<file path="src/inc/ewp_map.svh">
// Functional notes
// - Host issues three command writes to fixed addresses before data writes. Here only EWP_OP_ARMED gets them; EWP_OP_WRITE goes out with no command writes.
// - Host does not interrupt an arming or clearing sequence with other accesses.
// - Host clears protection with six command writes, then waits one program time.
// - Host drives one device select low for every access; gate and strobe are shared.
// - Each further page byte starts within 100 us of the previous strobe fall.
`ifndef EWP_MAP_SVH
`define EWP_MAP_SVH
`define EWP_CLK_MHZ         100
`define EWP_BLC_MAX_US      100
`define EWP_BLC_MARGIN_US   10
`define EWP_BLC_CYC         ((`EWP_BLC_MAX_US - `EWP_BLC_MARGIN_US) * `EWP_CLK_MHZ)
`define EWP_PROG_TIME_US    5000
`define EWP_PROG_CYC        (`EWP_PROG_TIME_US * `EWP_CLK_MHZ)
`define EWP_STROBE_CYC      6
`define EWP_PAGE_MAX        128
`define EWP_BIT_POLL        7
`define EWP_BIT_TOGGLE      6
`endif

</file>
<file path="src/inc/ewp_pkg.sv">
package ewp_pkg;
  typedef enum logic [1:0] {
    EWP_OP_WRITE = 2'h0,
    EWP_OP_ARMED = 2'h1,
    EWP_OP_CLEAR = 2'h2,
    EWP_OP_READ  = 2'h3
  } ewp_op_t;

  typedef struct packed {
    ewp_op_t     op;
    logic [14:0] addr;
    logic [7:0]  data;
    logic        last;
  } ewp_req_t;

  typedef struct packed {
    logic [14:0] addr;
    logic [7:0]  dout;
    logic        dout_oe;
    logic        ce_n;
    logic        oe_n;
    logic        we_n;
  } ewp_pins_t;
endpackage

</file>
<file path="src/design/ewp_host.sv">
`timescale 1ns/1ps
`default_nettype none
`include "ewp_map.svh"
module ewp_host
  import ewp_pkg::*;
#(
  parameter logic [14:0] CMD_ADDR_A = 15'h5555,
  parameter logic [14:0] CMD_ADDR_B = 15'h2aaa,
  parameter logic [7:0]  CMD_DATA_1 = 8'haa,
  parameter logic [7:0]  CMD_DATA_2 = 8'h55,
  parameter logic [7:0]  CMD_DATA_ARM = 8'ha0,
  parameter logic [7:0]  CMD_DATA_CLR3 = 8'h80,
  parameter logic [7:0]  CMD_DATA_CLR6 = 8'h20,
  parameter int          BLC_CYC    = `EWP_BLC_CYC,
  parameter int          PROG_CYC   = `EWP_PROG_CYC,
  parameter int          STROBE_CYC = `EWP_STROBE_CYC
)(
  // Clock and reset.
  input  wire logic      clock,
  input  wire logic      rstn,
  // Request side.
  input  wire ewp_req_t  req,
  input  wire logic      req_valid,
  output logic           req_ready,
  output logic [7:0]     rd_data,
  output logic           rd_valid,
  output logic           busy,
  // Device pins.
  output ewp_pins_t      pins,
  input  wire logic [7:0] din
);
  // ==========================================================================
  // Sequencer
  typedef enum logic [4:0] {
    S_IDLE  = 5'b00001,
    S_SETUP = 5'b00010,
    S_LOW   = 5'b00100,
    S_HIGH  = 5'b01000,
    S_PROG  = 5'b10000
  } ewp_st_t;

  ewp_st_t     st_r,    st_nxt;
  logic [2:0]  step_r,  step_nxt;
  logic [2:0]  nsteps_r, nsteps_nxt;
  logic [22:0] cnt_r,   cnt_nxt;
  logic [7:0]  nbytes_r, nbytes_nxt;
  logic        page_r,  page_nxt;
  logic        rd_r,    rd_nxt;
  logic [14:0] addr_r,  addr_nxt;
  logic [7:0]  dat_r,   dat_nxt;
  logic [7:0]  rd_data_nxt;
  logic        rd_valid_nxt;
  logic [7:0]  din_s1_r, din_s2_r;
  // The taken request is held here; the live request port is only valid at the take.
  logic [14:0] ua_r,    ua_nxt;
  logic [7:0]  ud_r,    ud_nxt;
  logic        last_r,  last_nxt;

  // Command step decode, shared by arm and clear sequences.
  function automatic logic [22:0] cmd_word(input logic clr, input logic [2:0] s);
    logic [14:0] a;
    logic [7:0]  d;
    a = (s == 3'd1 || s == 3'd4) ? CMD_ADDR_B : CMD_ADDR_A;
    d = (s == 3'd1 || s == 3'd4) ? CMD_DATA_2 : CMD_DATA_1;
    if (s == 3'd2) d = clr ? CMD_DATA_CLR3 : CMD_DATA_ARM;
    if (s == 3'd5) d = CMD_DATA_CLR6;
    return {a, d};
  endfunction

  assign req_ready = (st_r == S_IDLE) ||
                     (st_r == S_HIGH && page_r && step_r == nsteps_r);
  assign busy      = (st_r != S_IDLE);

  always_comb begin
    st_nxt = st_r; step_nxt = step_r; nsteps_nxt = nsteps_r; cnt_nxt = cnt_r;
    nbytes_nxt = nbytes_r; page_nxt = page_r; rd_nxt = rd_r;
    addr_nxt = addr_r; dat_nxt = dat_r;
    rd_data_nxt = rd_data; rd_valid_nxt = 1'b0;
    ua_nxt = ua_r; ud_nxt = ud_r; last_nxt = last_r;
    case (st_r)
      S_IDLE: begin
        if (req_valid) begin
          rd_nxt = (req.op == EWP_OP_READ);
          step_nxt = 3'd0; cnt_nxt = '0; nbytes_nxt = 8'd0;
          page_nxt = (req.op != EWP_OP_READ) && (req.op != EWP_OP_CLEAR);
          // Prefix lengths: arm three, clear six, plain none.
          nsteps_nxt = (req.op == EWP_OP_ARMED) ? 3'd3 :
                       (req.op == EWP_OP_CLEAR) ? 3'd6 : 3'd0;
          addr_nxt = req.addr; dat_nxt = req.data;
          ua_nxt = req.addr; ud_nxt = req.data; last_nxt = req.last;
          if (req.op == EWP_OP_ARMED || req.op == EWP_OP_CLEAR)
            {addr_nxt, dat_nxt} = cmd_word(req.op == EWP_OP_CLEAR, 3'd0);
          st_nxt = S_SETUP;
        end
      end
      S_SETUP: st_nxt = S_LOW;
      S_LOW: begin
        cnt_nxt = cnt_r + 23'd1;
        if (cnt_r == 23'(STROBE_CYC - 1)) begin
          cnt_nxt = '0;
          if (rd_r) begin
            rd_data_nxt = din_s2_r;  rd_valid_nxt = 1'b1;  st_nxt = S_IDLE;
          end else st_nxt = S_HIGH;
        end
      end
      S_HIGH: begin
        // Counted from the strobe's rise; command steps follow back to back.
        cnt_nxt = cnt_r + 23'd1;
        if (step_r != nsteps_r) begin
          step_nxt = step_r + 3'd1;
          cnt_nxt = '0;
          if (step_r + 3'd1 != nsteps_r) begin
            {addr_nxt, dat_nxt} = cmd_word(nsteps_r == 3'd6, step_r + 3'd1);
            st_nxt = S_SETUP;
          end else if (page_r) begin
            addr_nxt = ua_r; dat_nxt = ud_r;
            st_nxt = S_SETUP;
          end else st_nxt = S_PROG;
        end else if (page_r && req_valid && req.addr[14:7] == addr_r[14:7]
                     && nbytes_r < 8'(`EWP_PAGE_MAX - 1)) begin
          nbytes_nxt = nbytes_r + 8'd1;
          addr_nxt = req.addr; dat_nxt = req.data; cnt_nxt = '0;
          last_nxt = req.last;
          st_nxt = S_SETUP;
        end else if (!page_r || last_r || cnt_r >= 23'(BLC_CYC)) begin
          cnt_nxt = '0; st_nxt = S_PROG;
        end
      end
      S_PROG: begin
        // Wait the full program time; after an armed write, protection then reapplies by itself.
        cnt_nxt = cnt_r + 23'd1;
        if (cnt_r >= 23'(PROG_CYC - 1)) begin
          cnt_nxt = '0; st_nxt = S_IDLE;
        end
      end
      default: st_nxt = S_IDLE;
    endcase
  end

  // ==========================================================================
  // Pin drive
  ewp_pins_t pins_nxt;
  always_comb begin
    pins_nxt = '{addr: addr_r, dout: dat_r, dout_oe: 1'b0,
                 ce_n: 1'b1, oe_n: 1'b1, we_n: 1'b1};
    if (st_nxt == S_SETUP || st_nxt == S_LOW) begin
      pins_nxt.addr = addr_nxt;
      pins_nxt.dout = dat_nxt;
      pins_nxt.ce_n = 1'b0;
      // Reads lower the gate only; writes hold it high so a write is seen.
      pins_nxt.oe_n = !rd_nxt;
      pins_nxt.we_n = rd_nxt || (st_nxt != S_LOW);
      pins_nxt.dout_oe = !rd_nxt;
    end
  end

  always_ff @(posedge clock or negedge rstn) begin
    if (!rstn) begin
      st_r <= S_IDLE; step_r <= '0; nsteps_r <= '0; cnt_r <= '0;
      nbytes_r <= '0; page_r <= 1'b0; rd_r <= 1'b0;
      addr_r <= '0; dat_r <= '0; rd_data <= '0; rd_valid <= 1'b0;
      pins <= '{addr: 15'h0000, dout: 8'h00, dout_oe: 1'b0,
                ce_n: 1'b1, oe_n: 1'b1, we_n: 1'b1};
      din_s1_r <= '0; din_s2_r <= '0;
      ua_r <= '0; ud_r <= '0; last_r <= 1'b0;
    end else begin
      st_r <= st_nxt; step_r <= step_nxt; nsteps_r <= nsteps_nxt; cnt_r <= cnt_nxt;
      nbytes_r <= nbytes_nxt; page_r <= page_nxt; rd_r <= rd_nxt;
      addr_r <= addr_nxt; dat_r <= dat_nxt;
      rd_data <= rd_data_nxt; rd_valid <= rd_valid_nxt;
      pins <= pins_nxt;
      din_s1_r <= din; din_s2_r <= din_s1_r;
      ua_r <= ua_nxt; ud_r <= ud_nxt; last_r <= last_nxt;
    end
  end
endmodule // ewp_host
`default_nettype wire

</file>
<file path="config.mk">
export PLATFORM = sky130hd
export DESIGN_NAME = ewp_host
export DESIGN_NICKNAME = d
export VERILOG_FILES = /design/src/inc/ewp_pkg.sv /design/src/design/ewp_host.sv
export VERILOG_INCLUDE_DIRS = /design/src /design/src/inc
export SDC_FILE = /design/constraint.sdc
export NUM_CORES = 1
export LEC_CHECK = 0
export ABC_AREA = 1
export ABC_CLOCK_PERIOD_IN_PS = 2500
export CORE_MARGIN = 3
export CORE_UTILIZATION = 51
export CTS_CLUSTER_SIZE = 10
export DETAILED_ROUTE_END_ITERATION = 7
export DONT_BUFFER_PORTS = 1
export PLACE_DENSITY = 0.68
export SETUP_SLACK_MARGIN = 0.5
export SLEW_MARGIN = 20
export SYNTH_ARGS = -nofsm -noshare
export SYNTH_HDL_FRONTEND = slang
export SYNTH_SLANG_ARGS = --single-unit
export TNS_END_PERCENT = 1
</file>
<file path="constraint.sdc">
create_clock -name clock -period 2.5 [get_ports clock]
set_input_delay 0.375 -clock clock [delete_from_list [all_inputs] [get_ports clock]]
set_output_delay 0.375 -clock clock [all_outputs]
set_load 0.005 [all_outputs]
</file>
==> flow_summary.yaml, run 1 <==
setup_path:
  worstSetupStartpointType: "register"
  r2r_slack_ns: 0.47
  end_kind: "register"
  rr_worst_depth: 9
  r2r-start: "step_r[0]$_DFFE_PN0P_"
  path_cells: "inv_2 -> ha_4 -> xor2_2 -> nor2_4 -> nand2_4 -> a21oi_4 -> o21ai_1 -> o211ai_1 -> nand2_1"
  path_delay_family: "compound AO/OA/AOI/OAI gates"
  slowest_delay_ns: 0.49
  cp.arrival_ns: 2.34
  cp_num_buf_inv: 1
  criticalPathCategory: "register to register"
  cp.required_ns: 2.81
  worstPathMaxFanout: 7
  rr_endpoint: "pins[21]$_DFF_PN0_"
  worst_path_max_delay_cell: "dfrtp_2"
timing:
  maxSlewViolCount: 0
  clock_skew_ns: 0.00901
  final-hold-violation-count: 143
  grt_setup_unrepaired: "true"
  tns_ns: 0
  setup_viol: 0
  timing.final.crit_share_pct: 81.3
  whs_ns: -0.358
  slew_headroom_pct: 74.1
  worstMarginPinSlew_ns: 0.388
  fmax_mhz: 492
  period_needed_ns: 2.03
power:
  p_leak_nw: 4.42
  power_frac_comb_pct: 39.0
  power_mw: 9.63
  seqPwrFrac_pct: 35.2
  p_int_mw: 5.65
  netSwitchingFraction_pct: 41.3
  ir_drop_uv: 733
  p_clk_share_pct: 25.8
  p_sw_mw: 3.98
  power_density_nw_per_um2: 1060
outcome:
  violations: "negative hold slack"
  status: "finished with violations"
clocking:
  clock_path_buffers: 2
  insertion_delay_ns: 0.43
  tritoncts: "built"
  ctsHoldBuffers: 8
  cts-buffers-inserted: 17
  cts_sinks: 143
  htreeDepth: 4
  clk_pin_slew_ns: 0.07
  cts_root_buffer: "clkbuf_16"
synthesis:
  synth_nets: 1059
  muxShareOfSynthArea_pct: 0
  synth_area_leaders: "dfrtp_1 44%, nand2_1 14%, nand3_1 6.5%, inv_1 5.0%, o21ai_0 4.6%"
  yosysTopAreaCellShare_pct: 44.0
  synth_compound_area_share_pct: 9.89
  synth_top_family_by_area: "simple AND/OR/NAND/NOR gates"
  synth.distinct_cells: 48
  dominantRegCellSynth: "dfrtp_1"
  ys_seq_area_share_pct: 45.3
  synthAdderAreaFrac_pct: 1.74
  synthArstFlopShare_pct: 100
  yosys.area.top_type: "dfrtp_1"
  yosys.area_share.simple_pct: 32.0
  netlist_instances: 1011
  netlist_area_sq_um: 7900
  syn_area_per_cell_sq_um: 7.82
  ys_warn_count: 0
  ys_ff_latch: 143
  synth_edf_count: 0
  synth-xor-area-share_pct: 2.96
run:
  drv_cap: 0
finish:
  nets: 1086
  syn_to_final_growth_pct: 15.2
  nFillCells: 1297
  fin_util_pct: 61.2
  drive_above_1_share_pct: 15.5
  antenna_cells: 0
min_path:
  hp-class: "input pin to asynchronous set/reset pin"
floorplan:
  die_width_microns: 130
  num_rows: 44
  io_pins: 75
  die-area_sq_um: 17000
  start_util_pct: 53.2
  core-area_sq_um: 14900
  die_h_microns: 130
routing:
  post_drt_wl_per_cell_microns: 16.1
  drc: 0
  vias: 6737
  wirelength_mm: 19.9
  first_iter_violations: 505
  drtPass1Iterations: 7
  drt-vias-per-instance: 5.46
  ant_nets: 0
global_route:
  grt_pass1_vias: 6545
  grt_pass1_wl_mm: 32.3
  overflow: 0
  grt_max_degree: 144
  grt_usage_pct: 24.0
  antenna_found_initial: 0
placement:
  port_buffers: 0
  dp_hpwl_mm: 13.2
  gp_congestion: 0.968
-- layer usage --
metal	GRT usage (%)	routed length [microns]	vias up
met5	0	0	-
met4	7.99	345	0
met3	6.87	1320	30
met2	38.7	9530	208
met1	31.2	8750	3198
li1	-	-	3301
-- cell families after synthesis --
logic type | count (synthesis)
AO/OA/AOI/OAI | 133
XOR/XNOR | 25
adder cells (fa/ha/maj) | 11
buffers and inverters | 153
flip-flops | 143
AND/OR/NAND/NOR | 546
-- metrics by stage --
step | std cells | cell area, sq um | setup slack [ns] | hold WS [ns]
finish | 1235 | 9100 | 0.466 | -0.358
global route | 1235 | 9100 | 0.394 | -0.373
CTS | 1219 | 8750 | 0.174 | -0.365
detailed placement | 1176 | 8070 | 0.209 | 0.0875
global placement | 1176 | 8070 | 0.213 | 0.0862
floorplan | 1011 | 7900 | 0.616 | 0.0794
-- layout by cell type (no fill, tap or decap), types with 3 or more instances in the layout --
master / Yosys / routed
inv_4: 2 / 3
nand3_1: 102 / 101
nand2_2: 7 / 10
dfrtp_1: 139 / 136
inv_1: 105 / 101
a21oi_2: 4 / 3
dfstp_2: 4 / 4
o211ai_1: 9 / 9
xor2_2: 1 / 4
nor3_1: 11 / 10
nand2_4: 1 / 4
a32oi_1: 11 / 11
nand4_1: 14 / 14
nor2_1: 80 / 75
inv_6: 1 / 7
dlygate4sd3_1: 0 / 8
nand2_1: 294 / 289
nor2_4: 17 / 20
dfrtp_2: 0 / 3
clkinvlp_4: 0 / 6
nand3_4: 4 / 4
inv_2: 9 / 11
nor2_2: 6 / 8
o21ai_1: 10 / 18
buf_4: 1 / 29
xor2_1: 21 / 17
ha_1: 11 / 8
o21ai_0: 73 / 63
a21oi_1: 12 / 11
o21ai_2: 3 / 5
clkbuf_16: 0 / 18
buf_6: 2 / 4
o21a_1: 5 / 5
-- timing repair --
item	in CTS	in global routing
setup endpoints to repair	76	105
pin swaps	1	13
cloned	0	2
resized for setup	0	61
endpoints found under the hold margin	151	143
setup buffers	3	14
-- worst max path at each step --
stage / cells past startpoint / slack, ns / startpoint / endpoint
floorplan: 12 / 0.62 / step_r[0]$_DFFE_PN0P_ / addr_r[4]$_DFF_PN0_
global placement: 10 / 0.21 / step_r[0]$_DFFE_PN0P_ / pins[23]$_DFF_PN0_
detailed placement: 9 / 0.21 / step_r[0]$_DFFE_PN0P_ / addr_r[13]$_DFF_PN0_
CTS: 9 / 0.17 / step_r[0]$_DFFE_PN0P_ / addr_r[13]$_DFF_PN0_
global route: 5 / 0.39 / step_r[2]$_DFFE_PN0P_ / req_ready
finish: 9 / 0.47 / step_r[0]$_DFFE_PN0P_ / pins[21]$_DFF_PN0_
-- synthesized netlist by cell type (4+ instances only) --
master,instances
nand3_1,102
nor3_1,11
inv_2,9
dfstp_2,4
ha_1,11
o21ai_1,10
nor2_1,80
nand4_1,14
nor2_4,17
nand3_4,4
buf_2,17
nand2_2,7
inv_1,105
clkbuf_1,12
nor2_2,6
a21oi_2,4
o21a_1,5
a21oi_1,12
o211ai_1,9
xor2_1,21
dfrtp_1,139
a32oi_1,11
o21ai_0,73
nand2_1,294
-- layout make-up --
type | count | area, sq um | share of cell area [%]
multi-input combinational | 716 | 3860 | 42.5
sequential | 143 | 3590 | 39.4
inverter | 117 | 457 | 5.02
clock buffer | 17 | 425 | 4.67
timing repair buffer | 43 | 388 | 4.26
tap | 184 | 230 | 2.53
clock inverter | 15 | 150 | 1.65
-- flip-flops by register name, summed over array words and instances, names as in the netlist --
signal    cells
din_s2_r      8
rd_data       8
st_r          5
page_r        1
ud_r          8
nsteps_r      3
rd_valid      1
dat_r         8
din_s1_r      8
nbytes_r      8
ua_r         15
step_r        3
last_r        1
pins         27
rd_r          1
cnt_r        23
addr_r       15
-- power by group through the flow --
stage          clock (mW)  combinational, mW  sequential [mW]
6_report             2.49               3.76             3.39
5_1_grt              2.63               4.22             3.47
4_1_cts              2.53               3.52             3.38
3_5_place_dp            0               3.41             3.41
3_3_place_gp            0               3.38             3.41
2_1_floorplan           0               2.66             3.31
(Power assumes the default switching activity.)
==> inputs of run 2 (changes only) <==
--- a/config.mk
+++ b/config.mk
@@ -6,8 +6,8 @@
 export SDC_FILE = /design/constraint.sdc
 export NUM_CORES = 1
 export LEC_CHECK = 0
-export ABC_AREA = 1
-export ABC_CLOCK_PERIOD_IN_PS = 2500
+export ABC_AREA = 0
+export ABC_CLOCK_PERIOD_IN_PS = 2000
 export CORE_MARGIN = 3
 export CORE_UTILIZATION = 51
 export CTS_CLUSTER_SIZE = 10
==> constraint.sdc (replaced) <==
create_clock -name clock -period 2 [get_ports clock]
set_input_delay 0.3 -clock clock [delete_from_list [all_inputs] [get_ports clock]]
set_output_delay 0.3 -clock clock [all_outputs]
set_load 0.005 [all_outputs]
==> flow_summary.yaml, run 2 <==
synthesis:
  synthMostInstantiatedCell: "dfrtp_1"
  synth.distinct_cells: 64
  netlist_area_sq_um: 7220
  yosys.area.top_type: "dfrtp_1"
  synth_edf_count: 0
  synth_area_leaders: "dfrtp_1 48%, nand2_1 6.2%, a21oi_1 3.2%, mux2i_1 2.9%, o21ai_0 2.8%"
  ys_ff_latch: 143
  synth_nets: 790
  syn_area_per_cell_sq_um: 9.73
  synthArstFlopShare_pct: 100
  netlist_instances: 742
  ys_warn_count: 0
  ys_seq_area_share_pct: 49.6
  dominantRegCellSynth: "dfrtp_1"
  synthTopCellsByCount: "139 x dfrtp_1, 119 x nand2_1, 46 x a21oi_1"
  yosysTopAreaCellShare_pct: 48.2
floorplan:
  io_pins: 75
  core-area_sq_um: 13600
  num_rows: 42
  die_h_microns: 125
  start_util_pct: 53.2
  die_width_microns: 125
  die-area_sq_um: 15600
setup_path:
  r2r_slack_ns: -0.47
  cp_num_buf_inv: 1
  slowest_delay_ns: 0.51
  cp.arrival_ns: 2.84
  critPathMostFrequentCell: "or3_4"
  path_cells: "or4_1 -> or3_4 -> or3_4 -> o31ai_4 -> buf_2 -> o22ai_1 -> nand2_1"
  worst_path_max_delay_cell: "or4_1"
  criticalPathCategory: "register to register"
  path_delay_family: "simple AND/OR/NAND/NOR gates"
  worstSetupStartpointType: "register"
  cp.required_ns: 2.36
  worstPathMaxFanout: 6
  end_kind: "register"
finish:
  nFillCells: 962
  instances_no_fill: 1047
  reg_top3: "pins x27, cnt_r x23"
  syn_to_final_growth_pct: 33.2
  seqCellArea_sq_um: 3580
  drive_above_1_share_pct: 30.5
  mostFrequentLayoutCells: "138 x dfrtp_1, 103 x nand2_1, 99 x buf_4"
  largest_register_ffs: 27
  largest-register: "pins"
  nets: 905
  multi_input_area_sq_um: 3840
  final_common_cell: "dfrtp_1"
placement:
  dp_hpwl_mm: 13.3
  port_buffers: 0
  dp_cells: 987
  gp_congestion: 0.947
clocking:
  insertion_delay_ns: 0.43
  cts-buffers-inserted: 17
  clock_path_buffers: 2
  clk_pin_slew_ns: 0.06
  post_cts_buffers: 0
  tritoncts: "built"
  ctsHoldBuffers: 26
  htreeDepth: 4
  cts_sinks: 143
  cts_root_buffer: "clkbuf_16"
timing:
  timing.final.crit_share_pct: 124
  clock_skew_ns: 0.00891
  final-hold-violation-count: 143
  whs_ns: -0.432
  setup_viol: 77
  layout_setup_ws_ns: -0.473
  maxSlewViolCount: 0
  grt_setup_unrepaired: "true"
  fmax_mhz: 404
  period_needed_ns: 2.47
  slew_headroom_pct: 70.3
  worstMarginPinSlew_ns: 0.439
routing:
  drtPass1Iterations: 5
  ant_nets: 0
  drt-vias-per-instance: 6.12
  wirelength_mm: 20.7
  first_iter_violations: 644
  drc: 0
  post_drt_wl_per_cell_microns: 19.8
  vias: 6411
outcome:
  status: "finished with violations"
  violations: "negative hold slack, negative setup slack"
global_route:
  grt_max_degree: 144
  grt_pass1_wl_mm: 34.1
  overflow: 0
  grt_usage_pct: 26.7
  grt_pass1_vias: 6732
  antenna_found_initial: 1
power:
  power_mw: 13.4
  ir_drop_uv: 824
  power_density_nw_per_um2: 1400
  p_leak_nw: 4.35
run:
  drv_cap: 0
min_path:
  hp-class: "input pin to asynchronous set/reset pin"
==> run 2: cell count changes in the layout (fill, tap and decap cells not counted), moves of 19 or more <==
| cell | before | now |
|---|---|---|
| a21oi_1 | 11 | 41 |
| buf_4 | 29 | 99 |
| inv_1 | 101 | 21 |
| mux2i_1 | 0 | 20 |
| nand2_1 | 289 | 103 |
| nand3_1 | 101 | 15 |
| nor2_1 | 75 | 20 |
| o21ai_0 | 63 | 25 |
| o31ai_1 | 1 | 20 |
==> run 2: final timing paths <==
| path | startpoint | endpoint | cells after the start |
|---|---|---|---|
| hold / removal | rstn | cnt_r[1]$_DFFE_PN0P_ | 0 |
| hold reg to reg | din_s1_r[7]$_DFF_PN0_ | din_s2_r[7]$_DFF_PN0_ | 0 |
| min in group clock | req[0] | last_r$_DFFE_PN0P_ | 1 |
| max in group asynchronous | rstn | st_r[0]$_DFF_PN1_ | 0 |
| setup / recovery | cnt_r[17]$_DFFE_PN0P_ | cnt_r[10]$_DFFE_PN0P_ | 7 |
| setup reg to reg | cnt_r[17]$_DFFE_PN0P_ | cnt_r[10]$_DFFE_PN0P_ | 7 |
==> run 2: what timing repair did <==
item,in CTS,in global routing
gates cloned,1,0
pin swaps,11,23
resized for setup,65,87
endpoints found under the hold margin,169,143
endpoints found under the setup margin,128,129
==> run 2: layout make-up <==
cell class	count	share of cell area, %
multi-input combinational	528	40.0
sequential	143	37.3
timing repair buffer	146	13.5
clock buffer	17	4.43
tap	176	2.29
clock inverter	15	1.67
inverter	21	0.820
antenna	1	0.0260
==> run 2: kinds of logic after synthesis <==
family	synth area share, %
AOI/OAI and AO/OA	19.3
buffers and inverters	3.97
xor gates and xnor gates	3.59
and+or+nand+nor	16.6
muxes	4.94
adders and majority gates	1.91
DFF	49.6
==> run 2: layer usage <==
metal | track usage [%] | up-vias | routed length (microns)
li1 | - | 2909 | -
met1 | 33.4 | 3208 | 8400
met2 | 45.2 | 249 | 10500
met3 | 5.80 | 45 | 1400
met4 | 11.0 | 0 | 431
met5 | 0 | - | 0
==> run 2: worst register-to-register path, delay by kind of cell, from the launching register on <==
| family | cells | cell delay (ns) |
|---|---|---|
| simple gates | 4 | 1.37 |
| compound gates | 2 | 0.40 |
| flops | 1 | 0.37 |
| buf+inv | 1 | 0.26 |
==> run 2: report_power, final <==
group          total (mW)  internal [mW]  leakage [nW]  switching [mW]
clock                3.14           1.85         0.284            1.30
sequential           4.36           3.76          1.84           0.606
combinational        5.92           2.62          2.23            3.30
==> run 2: stage by stage <==
stage	cell area (sq um)	worst slack [ns]	hold WS, ns	TNS (ns)	util, %
floorplan	7220	-0.316	0.00441	-19.52	-
global placement	8170	-0.432	0.0102	-21.64	60.2
detailed placement	8170	-0.472	0.0123	-25.10	60.2
CTS	9260	-0.458	-0.449	-15.13	68.3
global route	9610	-0.573	-0.454	-22.11	70.9
finish	9610	-0.473	-0.432	-15.39	70.9
